===== src/pkg/rsw_pkg.sv =====
// package: register map, field layout, timing and carrier types of the switch
package rsw_pkg;

	// ********************************************************
	// register offsets
	// ********************************************************
	localparam logic [1:0] RSW_OFS_IDENT   = 2'h0;
	localparam logic [1:0] RSW_OFS_RESET   = 2'h0;
	localparam logic [1:0] RSW_OFS_CONST   = 2'h1;
	localparam logic [1:0] RSW_OFS_UNUSED  = 2'h2;
	localparam logic [1:0] RSW_OFS_CHAN    = 2'h3;

	// ********************************************************
	// field layout and values
	// ********************************************************
	localparam int         RSW_NUM_CHAN    = 16;
	localparam int         RSW_DATA_W      = 16;
	localparam int         RSW_ID_W        = 8;
	localparam int         RSW_COMP_W      = 5;
	localparam int         RSW_TERM_W      = 3;
	localparam int         RSW_TERM_LSB    = 0;
	localparam int         RSW_COMP_LSB    = 3;
	localparam logic [2:0] RSW_TERM_ABSENT = 3'h7;
	localparam logic [15:0] RSW_CHAN_RESET = 16'h0000;
	localparam logic [15:0] RSW_RD_ZERO    = 16'h0000;
	// arbitrary identification values, not those of any real part
	localparam logic [4:0]  RSW_COMP_CODE  = 5'h15;
	localparam logic [15:0] RSW_CONST_WORD = 16'hA5C3;

	// ********************************************************
	// timing
	// ********************************************************
	localparam int RSW_CLK_NS     = 40;
	localparam int RSW_BBM_GAP_NS = 10000;
	localparam int RSW_BBM_CYC    =
		(RSW_BBM_GAP_NS + RSW_CLK_NS - 1) / RSW_CLK_NS;
	localparam int RSW_GAP_W      = 9;

	// ********************************************************
	// carriers
	// ********************************************************
	typedef struct packed {
		logic        rd;
		logic        wr;
		logic [1:0]  addr;
		logic [15:0] wdata;
	} rsw_bus_req_t;

	typedef struct packed {
		logic        rvalid;
		logic [15:0] rdata;
	} rsw_bus_rsp_t;

	typedef struct packed {
		logic [15:0] make_no;
		logic [15:0] make_nc;
	} rsw_relay_t;

endpackage


===== src/hdl/rsw_bbm.sv =====
// break-before-make sequencer driving the sixteen changeover relays
`timescale 1ns/1ps
module rsw_bbm import rsw_pkg::*; #(
	parameter int N_CHAN  = RSW_NUM_CHAN,
	parameter int GAP_CYC = RSW_BBM_CYC
) (
	input  wire logic              sys_clk,
	input  wire logic              sys_rst,
	input  wire logic [N_CHAN-1:0] target,
	output rsw_relay_t             relay
);

	// ********************************************************
	// state
	// ********************************************************
	typedef struct packed {
		logic [N_CHAN-1:0]    applied;
		logic [N_CHAN-1:0]    no;
		logic [N_CHAN-1:0]    nc;
		logic [RSW_GAP_W-1:0] cnt;
	} rsw_bbm_st_t;

	rsw_bbm_st_t st;
	rsw_bbm_st_t next_st;
	logic [N_CHAN-1:0] diff;

	assign diff = target ^ st.applied;

	// a changed channel drops both contacts, then makes the new one
	// after the gap; a new change restarts the gap for all pending
	always_comb begin
		next_st = st;
		if (diff != '0) begin
			next_st.no      = st.no & ~diff; // [RULE_02]
			next_st.nc      = st.nc & ~diff; // [RULE_02]
			next_st.applied = target;
			next_st.cnt     = RSW_GAP_W'(GAP_CYC);
		end else if (st.cnt != '0) begin
			next_st.cnt = st.cnt - 1'b1;
			if (st.cnt == RSW_GAP_W'(1)) begin
				next_st.no = st.applied;
				next_st.nc = ~st.applied; // [RULE_01]
			end
		end
	end

	always_ff @(posedge sys_clk) begin
		if (sys_rst) begin
			st.applied <= '0;
			st.no      <= '0;
			st.nc      <= '1; // [RULE_01]
			st.cnt     <= '0;
		end else begin
			st <= next_st;
		end
	end

	assign relay.make_no = st.no;
	assign relay.make_nc = st.nc;
endmodule


===== src/hdl/rsw_top.sv =====
// register control of the sixteen channel relay switch card
// Function
// RULE_01: reset or open returns relay to normally closed
// RULE_02: changeover breaks old contact before making new
// RULE_03: identification read drives low eight data bits
// RULE_04: identification is module code over terminal code
// RULE_05: missing terminal module forces low bits high
// RULE_06: register one reads a fixed constant
// RULE_07: register three reads last programmed channel state
// RULE_08: controller treats readback as signed word
// RULE_09: any write to register zero opens all
// RULE_10: that write equals the backplane accessory reset
// RULE_11: register three write sets channels, one closes
// RULE_12: controller writes command as signed word
// RULE_13: channel state reads zero after accessory reset
// RULE_14: unused registers ignore writes, read zero
`timescale 1ns/1ps
module rsw_top import rsw_pkg::*; #(
	parameter int         N_CHAN    = RSW_NUM_CHAN,
	parameter int         GAP_CYC   = RSW_BBM_CYC,
	parameter logic [4:0] COMP_CODE = RSW_COMP_CODE,
	parameter logic [15:0] CONST_WD = RSW_CONST_WORD
) (
	input  wire logic       sys_clk,
	input  wire logic       sys_rst,
	input  rsw_bus_req_t    bus_req,
	input  wire logic       acc_reset,
	input  wire logic [2:0] term_code,
	input  wire logic       term_present,
	output rsw_bus_rsp_t    bus_rsp,
	output rsw_relay_t      relay
);

	// ********************************************************
	// helpers
	// ********************************************************
	function automatic logic hit(input logic strobe,
		input logic [1:0] addr, input logic [1:0] ofs);
		hit = strobe && (addr == ofs);
	endfunction

	function automatic logic [15:0] ident_word(input logic [4:0] comp,
		input logic [2:0] term, input logic present);
		logic [2:0] t;
		t = present ? term : RSW_TERM_ABSENT; // [RULE_05]
		ident_word = {8'h00, comp, t}; // [RULE_03] [RULE_04]
	endfunction

	// ********************************************************
	// state
	// ********************************************************
	typedef struct packed {
		logic [15:0] cmd;
		logic [15:0] rdata;
		logic        rvalid;
	} rsw_top_st_t;

	rsw_top_st_t st;
	rsw_top_st_t next_st;

	logic wr_reset;
	logic wr_chan;
	logic any_reset;

	assign wr_reset  = hit(bus_req.wr, bus_req.addr, RSW_OFS_RESET);
	assign wr_chan   = hit(bus_req.wr, bus_req.addr, RSW_OFS_CHAN);
	// write data of reset is ignored, only the strobe matters
	assign any_reset = wr_reset || acc_reset; // [RULE_09] [RULE_10]

	// ********************************************************
	// register access
	// ********************************************************
	always_comb begin
		next_st        = st;
		next_st.rvalid = bus_req.rd;
		if (bus_req.rd) begin
			case (bus_req.addr)
				RSW_OFS_IDENT: begin
					next_st.rdata = ident_word(COMP_CODE, term_code,
						term_present); // [RULE_03]
				end
				RSW_OFS_CONST: begin
					next_st.rdata = CONST_WD; // [RULE_06]
				end
				RSW_OFS_CHAN: begin
					// raw bits; signed view is up to the controller
					next_st.rdata = st.cmd; // [RULE_07] [RULE_08]
				end
				default: begin
					next_st.rdata = RSW_RD_ZERO; // [RULE_14]
				end
			endcase
		end
		// reset wins over a channel write in the same cycle
		if (any_reset) begin
			next_st.cmd = RSW_CHAN_RESET; // [RULE_09] [RULE_13]
		end else if (wr_chan) begin
			next_st.cmd = bus_req.wdata; // [RULE_11] [RULE_12]
		end
		// writes to offsets one and two fall through untouched [RULE_14]
	end

	always_ff @(posedge sys_clk) begin
		if (sys_rst) begin
			st.cmd    <= RSW_CHAN_RESET;
			st.rdata  <= RSW_RD_ZERO;
			st.rvalid <= 1'b0;
		end else begin
			st <= next_st;
		end
	end

	assign bus_rsp.rvalid = st.rvalid;
	assign bus_rsp.rdata  = st.rdata;

	// ********************************************************
	// relay drive
	// ********************************************************
	// a zero command bit leaves the relay unpowered on its nc contact
	rsw_bbm #(
		.N_CHAN  (N_CHAN),
		.GAP_CYC (GAP_CYC)
	) u_bbm (
		.sys_clk (sys_clk),
		.sys_rst (sys_rst),
		.target  (st.cmd[N_CHAN-1:0]), // [RULE_01] [RULE_02]
		.relay   (relay)
	);
endmodule


===== config.mk =====
export PLATFORM = sky130hd
export DESIGN_NAME = rsw_top
export DESIGN_NICKNAME = d
export VERILOG_FILES = /design/src/pkg/rsw_pkg.sv /design/src/hdl/rsw_bbm.sv /design/src/hdl/rsw_top.sv
export SDC_FILE = /design/constraint.sdc
export NUM_CORES = 1
export LEC_CHECK = 0
export BUFFER_PORTS_ARGS = -buffer_cell sky130_fd_sc_hd__buf_2
export CAP_MARGIN = 25
export CORE_ASPECT_RATIO = 0.75
export CORE_UTILIZATION = 57
export DETAILED_ROUTE_END_ITERATION = 6
export PLACE_DENSITY = 0.81
export SETUP_SLACK_MARGIN = 0.02
export SYNTH_ARGS = -nofsm -noshare
export SYNTH_HDL_FRONTEND = slang
export SYNTH_SLANG_ARGS = --single-unit

===== constraint.sdc =====
create_clock -name sys_clk -period 2.2 [get_ports sys_clk]
set_clock_uncertainty 0.05 [all_clocks]
set_input_delay 0.44 -clock sys_clk [delete_from_list [all_inputs] [get_ports sys_clk]]
set_output_delay 0.44 -clock sys_clk [all_outputs]
set_load 0.005 [all_outputs]

# --- Word level (Yosys, flattened, before mapping) ---
# Index checks and enable logic that the tools add are counted.
word_totals:
  ff_bits: 90
  input_bits: 27
classes:
  n_addsub: 1
  eq_ne: 3
  mux: 5
  n_bitwise: 5
  n_reduce_logical: 11
op_table:
  columns: ["op", "n"]
  rows:
  - ["41-bit two-way mux", 2]
  - ["16-bit case mux with 3 select lines", 1]
  - ["16-bit bitwise AND", 2]
  - ["32-bit two-way mux", 1]
  - ["16-bit inverter", 2]
  - ["16-bit nonzero test", 1]
  - ["16-bit bitwise XOR", 1]
  - ["9-bit by 1-bit equality test with 1-bit output (second input constant)", 1]
  - ["9-bit nonzero test", 1]
  - ["9-bit by 1-bit subtractor with 9-bit output (second input constant)", 1]
  - ["2-bit nonzero test", 2]
  - ["2-bit OR reduction", 2]
  - ["3-bit two-way mux", 1]
  - ["2-bit by 1-bit equality test with 1-bit output (second input constant)", 1]
  - ["2-bit equality test (second input constant)", 1]
  - ["1-bit logical AND", 2]
  - ["2-bit zero test", 1]
  - ["2-bit AND reduction", 1]
  - ["1-bit logical OR", 1]

# --- Logic depth before layout (Yosys ltp) ---
# Gate-level depths: netlist (run 1).
depth:
  word_depth: 4
  mapped_depth: 9
  mapped_depth_nobuf: 7

# --- Cells and area by module ---
# A second synthesis (run 1) with hierarchy kept.
unflattened:
  cells_unflattened: 540
  hier_area_um2: 4590.7
modules_own_cells:
  columns: ["mod", "instances", "cells_per_inst", "area_each_um2"]
  rows:
  - ["rsw_bbm", 1, 371, 3153.0]
  - ["rsw_top", 1, 169, 1437.6]

# --- Least setup slack after synthesis (run 1) ---
# Ideal clock, no wire load.
synth_timing:
  kind: "register to register"
  startpoint: "register u_bbm.st[0] (netlist bit)"
  endpoint: "register u_bbm.st, in the netlist u_bbm.relay[11]"
  setup_time_ns: 0.121
  arrival_ns: 1.759
  t_required_ns: 2.029
  slack_ns: 0.270
  path_stages_with_launch: 8
  n_path_buf: 1
  synth_period_minus_slack_ns: 1.930
  path_cell_list: "dfxtp_1 > inv_1 > ha_1 > nor4b_1 > nand3_1 > clkbuf_1 > a221oi_1 > nand2_1"
synth_via:
  elab_chain_len: 3
  word_cells_on_any_way: 5
  cone_classes: "eq/ne (1); reduce/logical (4)"
synth_lines:
  columns: ["element", "line_no", "rtl"]
  rows:
  - ["from (decl)", "rsw_bbm.sv:23", "rsw_bbm_st_t st;"]
  - ["from (signal assigned)", "rsw_bbm.sv:54", "st <= next_st;"]
  - ["9-bit by 1-bit equality test with 1-bit output / 9-bit nonzero test (equally long branches)", "rsw_bbm.sv:40, rsw_bbm.sv:38", null]
  - ["2-bit nonzero test (no line)", null, null]
  - ["2-bit AND reduction (no line) *", null, null]
# Every way passes the cells marked *; elsewhere a longest branch is shown, timed or not.
# A chain may end at the register's enable or synchronous reset.

# --- Worst setup path after layout (run 1) ---
layout_timing:
  startpoint: "register u_bbm.st[51] (netlist bit)"
  endpoint: "register u_bbm.st, in the netlist u_bbm.relay[31]"
layout_via:
  elab_chain_len: 4
  word_cells_on_any_way: 6
  cone_classes: "mux (1); bitwise (1); reduce/logical (4)"
layout_lines:
  columns: ["element", "line_no", "rtl"]
  rows:
  - ["16-bit bitwise XOR *", "rsw_bbm.sv:27", "assign diff = target ^ st.applied;"]
  - ["16-bit nonzero test *", "rsw_bbm.sv:33", "if (diff != '0) begin"]
  - ["2-bit nonzero test (no line)", null, null]
  - ["2-bit AND reduction (no line)", null, null]
# Marked as above.

==> results of run 1 <==
[worst max path at each step]
stage                      end  depth (start not counted)  slack, ps          from
3_5_place_dp    u_bbm.relay[8]                          7        -50   u_bbm.st[1]
5_1_grt            u_bbm.st[8]                          5         10  u_bbm.st[51]
3_3_place_gp    u_bbm.relay[9]                          7        120   u_bbm.st[1]
6_report       u_bbm.relay[31]                          6        130  u_bbm.st[51]
4_1_cts         u_bbm.relay[9]                          7         90   u_bbm.st[1]
2_1_floorplan  u_bbm.relay[11]                          7        270   u_bbm.st[0]
[synthesized netlist by cell type, types with 16 or more instances]
cell type	count	share of area, %
nand2b_1	27	3.7
dfxtp_1	90	39
o2bb2ai_1	16	3.0
a221oi_1	16	3.0
mux2i_1	17	3.7
a21oi_1	50	5.4
clkbuf_1	28	2.3
nor2b_1	17	2.3
nand2_1	70	5.7
and3_1	18	2.4
nor2_1	41	3.3
buf_4	49	8.0
o21ai_0	20	2.2
[cells by family (layout without fill, tap and decap cells)]
group           count (synthesis)  in the layout  synth area share (%)
simple gates                  209            209                  23.0
compound gates                125            125                  18.3
buf+inv                        94            127                  12.4
flops                          90             90                  39.1
mux                            18             18                  3.94
xor+xnor                       14             14                  2.66
fa+ha+maj                       2              2                 0.543
[sequential cells by signal, summed over array words and instances (netlist names)]
| signal | flops |
|---|---|
| u_bbm.relay | 32 |
| bus_rsp | 17 |
| st | 16 |
| u_bbm.st | 25 |
[final cells by class]
type / instances / area share [%]
Inverter: 6 / 0.445
Clock inverter: 7 / 2.30
Timing Repair Buffer: 105 / 12.2
Multi-Input combinational cell: 368 / 44.5
Sequential cell: 90 / 35.6
Tap cell: 101 / 2.50
Clock buffer: 9 / 2.45
[routing by layer]
metal	GRT usage, %	vias up
li1	-	1912
met1	37.0	1788
met2	42.7	153
met3	5.71	9
met4	6.94	0
met5	0	-
[tightest hold or removal path, delay by kind of cell]
family	cells	cell delay (ps)
buf+inv	1	100
compound gates	1	50
simple gates	1	40
[metrics by stage]
stage               setup TNS (ps)  power (uW)
finish                           0        3810
global route                     0        3980
CTS                              0        3800
detailed placement            -193        2470
global placement                 0        2430
floorplan                        0        2300
[where the power goes]
part | internal, uW | switching (uW) | total, uW
Sequential | 1700 | 88.9 | 1790
Clock | 754 | 584 | 1340
Combinational | 311 | 371 | 682
Total | 2770 | 1040 | 3810
[what timing repair did]
item,CTS,global route
setup endpoints to repair,21,16
setup buffers,0,1
gates resized for setup,1,3
pin swaps,0,1
hold endpoints to repair,0,0
[cells in the final DEF, fill, tap and decap left out, drive strengths merged, types with 3 or more instances in the layout]
cell type,n
buf,105
dfxtp,90
nand2,70
a21oi,50
nor2,41
nand2b,27
o21ai,21
and3,18
mux2i,17
nor2b,17
a221oi,16
o2bb2ai,16
or2,16
xor2,12
clkbuf,9
nand3,7
inv,6
a2111oi,5
o211ai,5
nor3,4
a311oi,3
bufinv,3
nor3b,3
clkinv,3
==> impl_metrics.json, run 1 <==
{
  "drv_cap": 0,
  "grt.overflow.total": 0,
  "postRouteAntennaNets": 0,
  "setup_viol": 0,
  "path_max_fanout": 12,
  "core_region_area_um2": 7570,
  "clk_pin_slew_ps": 90,
  "root_buffer": "clkbuf_8",
  "p_leak_uw": 0.00216,
  "clk_latency_ps": 360,
  "ios": 76,
  "multiInputGateArea_um2": 2250,
  "worstSetupStartpointType": "flop",
  "grt_pass1_wl_um": 17600,
  "dieArea_um2": 8450,
  "syn_inst": 552,
  "reg2reg_depth": 6,
  "fmax_ghz": 0.482,
  "regArea_um2": 1800,
  "cp_slowest_cell": "a2111oi_2",
  "die_w_um": 106,
  "power.density_nw_per_um2": 753,
  "worstHoldEndpoint": "st[24]",
  "cts_sinks": 90,
  "reg2reg_from": "u_bbm.st[51]",
  "dpl.hpwl_um": 7740,
  "hold_slack_ps": 266,
  "clockBufferDepth": 2,
  "final_core_util_pct": 66.9,
  "end_kind": "flop",
  "drv_slew": 0,
  "finalCriticalPeriod_ps": 2070,
  "yosysWarnings": 0,
  "grt_pass1_vias": 3534,
  "wl_met3_um": 859,
  "post_dp_cell_area_um2": 4790,
  "period_share_pct": 94.2,
  "drc": 0,
  "synth-seq-area-share_pct": 39.1,
  "arrival_ps": 2300,
  "rsz0062_at_grt": "true",
  "crit_chain": "or2_1, a2111oi_2, nand4_2, nor3_4, buf_4, o2bb2ai_1",
  "initial_core_util_pct": 60.9,
  "async_flop_share_pct": 0,
  "routed_wl_um": 10800,
  "hold_class": "primary input to flop",
  "grt.total_usage_pct": 26.8,
  "tightest_slew_ps": 582,
  "h-tree-depth": 3,
  "synth_flop_cell": "dfxtp_1",
  "r2r_slack_ps": 130,
  "fin_ws_ps": 127,
  "diodes": 0,
  "drt_iter0_markers": 251,
  "hold_depth": 3,
  "synth.distinct_cells": 48,
  "syn-num-nets": 581,
  "top_layer_used": "met4",
  "vias": 3862,
  "placed_cells": 669,
  "wl_met1_um": 5020,
  "fillers": 638,
  "vdd_drop_max_uv": 451,
  "cpLargestDelayFamily": "simple AND/OR/NAND/NOR gates",
  "layout.nets": 609,
  "timing_worst_setup_path_type": "flop to flop",
  "io_buffer_count": 75,
  "cts_hold_buf": 0,
  "layoutNonFillerInstCount": 686,
  "cp.buffers_inverters": 1,
  "rows": 27,
  "synth-edff-count": 0,
  "die_h_um": 79.8,
  "first_pass_iters": 5,
  "gp_congestion": 0.899,
  "viasPerCell": 5.63,
  "synth_seq_cells": 90,
  "numCtsBuffers": 9,
  "wl_met2_um": 4790,
  "netlist_area_um2": 4610,
  "area_delta_synth_final_pct": 9.92,
  "grt_max_degree": 38,
  "fin_area_um2": 5060,
  "worstHoldStart": "bus_req[7]",
  "grt_antenna_before_repair": 0,
  "worstPathRequired_ps": 2420,
  "timing.rr.end": "u_bbm.relay[31]",
  "drive_gt1_share_pct": 25.1,
  "maxSlewHeadroom_pct": 61.1,
  "synth.avg_cell_area_um2": 8.34,
  "slowest_delay_ps": 430,
  "cts_tree": "yes",
  "dp_slack_ps": -47.2,
  "hold_viol": 0,
  "outcome": "completed",
  "wire_per_inst_um": 15.7
}
No activity file was read; power rests on OpenSTA's default activity.
==> run 2, diff against run 1 <==
Settings changed: CORE_UTILIZATION 57 to 51, PLACE_DENSITY 0.81 to 0.76, SKIP_LAST_GASP set to 1.
Clock period 2.2 ns to 1.8 ns, I/O delays scaled along.
==> run 2 against run 1 <==
Against the previous run:
- the run now ends with DRC, setup timing left
- first-iteration DRC count increased by 6.8%
- fmax rose by 11%
- sequential power grew 22%
- sequential share of layout area down 4.5 points
- cell area is 15% higher
- count of clock-buffer cells in the layout rose by 1
- global-route usage fell by 2.0 points
- total power rose by 44%
- worst setup slack got worse by 190 ps
- via count increased by 6.0%
==> impl_metrics.json, run 2 (same netlist as run 1, synthesis figures left out) <==
{
  "wl_met3_um": 665,
  "viasPerCell": 5.62,
  "swShare_pct": 26.2,
  "postRouteAntennaNets": 0,
  "largest_reg_flops": 32,
  "root_buffer": "clkbuf_16",
  "outcome": "finished with violations",
  "final_common_cell": "dfxtp_1",
  "grt_max_degree": 36,
  "final_cell_mix": "80 x dfxtp_1, 75 x buf_2, 67 x nand2_1",
  "arrival_ps": 2040,
  "p_clk_share_pct": 39.1,
  "hold_viol": 0,
  "setup_viol": 29,
  "layout.nets": 646,
  "wl_met2_um": 5860,
  "drt_iter0_markers": 268,
  "worstSetupStartpointType": "flop",
  "hold_class": "primary input to flop",
  "vias": 4094,
  "io_buffer_count": 75,
  "fmax_ghz": 0.537,
  "grt.total_usage_pct": 24.8,
  "end_kind": "flop",
  "grt_pass1_wl_um": 18500,
  "hold_slack_ps": 205,
  "die_w_um": 112,
  "diodes": 0,
  "grt_pass1_vias": 3857,
  "dieArea_um2": 9420,
  "numCtsBuffers": 9,
  "wl_met1_um": 5310,
  "drive_gt1_share_pct": 35.4,
  "intPower_uw": 4060,
  "violations": "DRC, setup timing",
  "tns_ps": -894,
  "power.switching_uw": 1440,
  "top_layer_used": "met4",
  "area_delta_synth_final_pct": 26.7,
  "initial_core_util_pct": 53.6,
  "ios": 76,
  "worstPathRequired_ps": 1980,
  "grt_antenna_before_repair": 0,
  "rows": 29,
  "power.density_nw_per_um2": 943,
  "p_comb_share_pct": 21.3,
  "rsz0062_at_grt": "true",
  "p_leak_uw": 0.00248,
  "cts_tree": "yes",
  "fin_total_pwr_uw": 5500,
  "drv_cap": 0,
  "cts_sinks": 90,
  "first_pass_iters": 7,
  "dpl.hpwl_um": 8200,
  "drc": 6,
  "p_seq_share_pct": 39.6,
  "clk_latency_ps": 340,
  "clockBufferDepth": 2,
  "grt.overflow.total": 0,
  "wire_per_inst_um": 16.6,
  "die_h_um": 84.3,
  "drv_slew": 0,
  "routed_wl_um": 12100,
  "vdd_drop_max_uv": 682,
  "cts_hold_buf": 0,
  "tightest_slew_ps": 598,
  "maxSlewHeadroom_pct": 60.0,
  "finalCriticalPeriod_ps": 1860,
  "h-tree-depth": 3,
  "core_region_area_um2": 8600,
  "period_share_pct": 104,
  "clk_pin_slew_ps": 60,
  "timing_worst_setup_path_type": "flop to flop",
  "path_max_fanout": 9,
  "fillers": 661,
  "fin_ws_ps": -63.2,
  "gp_congestion": 0.873
}
[run 2: routing by layer]
layer  vias up  GRT usage, %
met5         -             0
met4         0          9.21
met3        25          5.13
met2       142          42.1
met1      1939          31.2
li1       1988             -
[run 2: what timing repair did]
item,CTS,global route
endpoints found under the setup margin,41,41
gates resized for setup,22,42
cloned,0,4
setup buffers,1,8
hold endpoints to repair,0,0
pin swaps,6,13
[run 2: power groups by stage]
stage	clock, uW	combinational [uW]	sequential (uW)
after floorplan	0	655	2220
after global placement	0	895	2210
after detailed placement	0	930	2210
after CTS	2180	979	2170
after global routing	2260	1260	2190
final	2150	1170	2180
[run 2: cell type report]
class,count,area (um2),area share (%)
timing repair buffer,142,1040,17.9
multi-input combinational,368,2480,42.5
clock buffer,10,239,4.09
clock inverter,5,103,1.76
inverter,6,22.5,0.386
tap,108,135,2.32
sequential,90,1810,31.1
[run 2: final timing paths]
check / startpoint / end / slack [ps] / cells after the start
max: u_bbm.st[1] / u_bbm.relay[6] / -60 / 8
min: bus_req[10] / st[27] / 210 / 3
max reg2reg: u_bbm.st[1] / u_bbm.relay[6] / -60 / 8
min reg2reg: bus_rsp[9] / bus_rsp[9] / 420 / 2
[run 2: per-stage QoR]
stage	instances	instance area [um2]	setup WS, ps	util (%)
2_1_floorplan	552	4690	-9.31	-
3_3_place_gp	701	5050	-99.5	58.7
3_5_place_dp	701	5050	-220	58.7
4_1_cts	717	5520	-28.6	64.1
5_1_grt	729	5840	-145	67.9
6_report	729	5840	-63.2	67.9
[run 2: worst max-delay path: stages, from the launching register on]
cell and delay, ps:
dfxtp_2 320, inv_2 80, buf_6 100, ha_4 110, nor4b_4 290, nand3_4 210
buf_12 210, a221oi_1 300, nand2_1 90
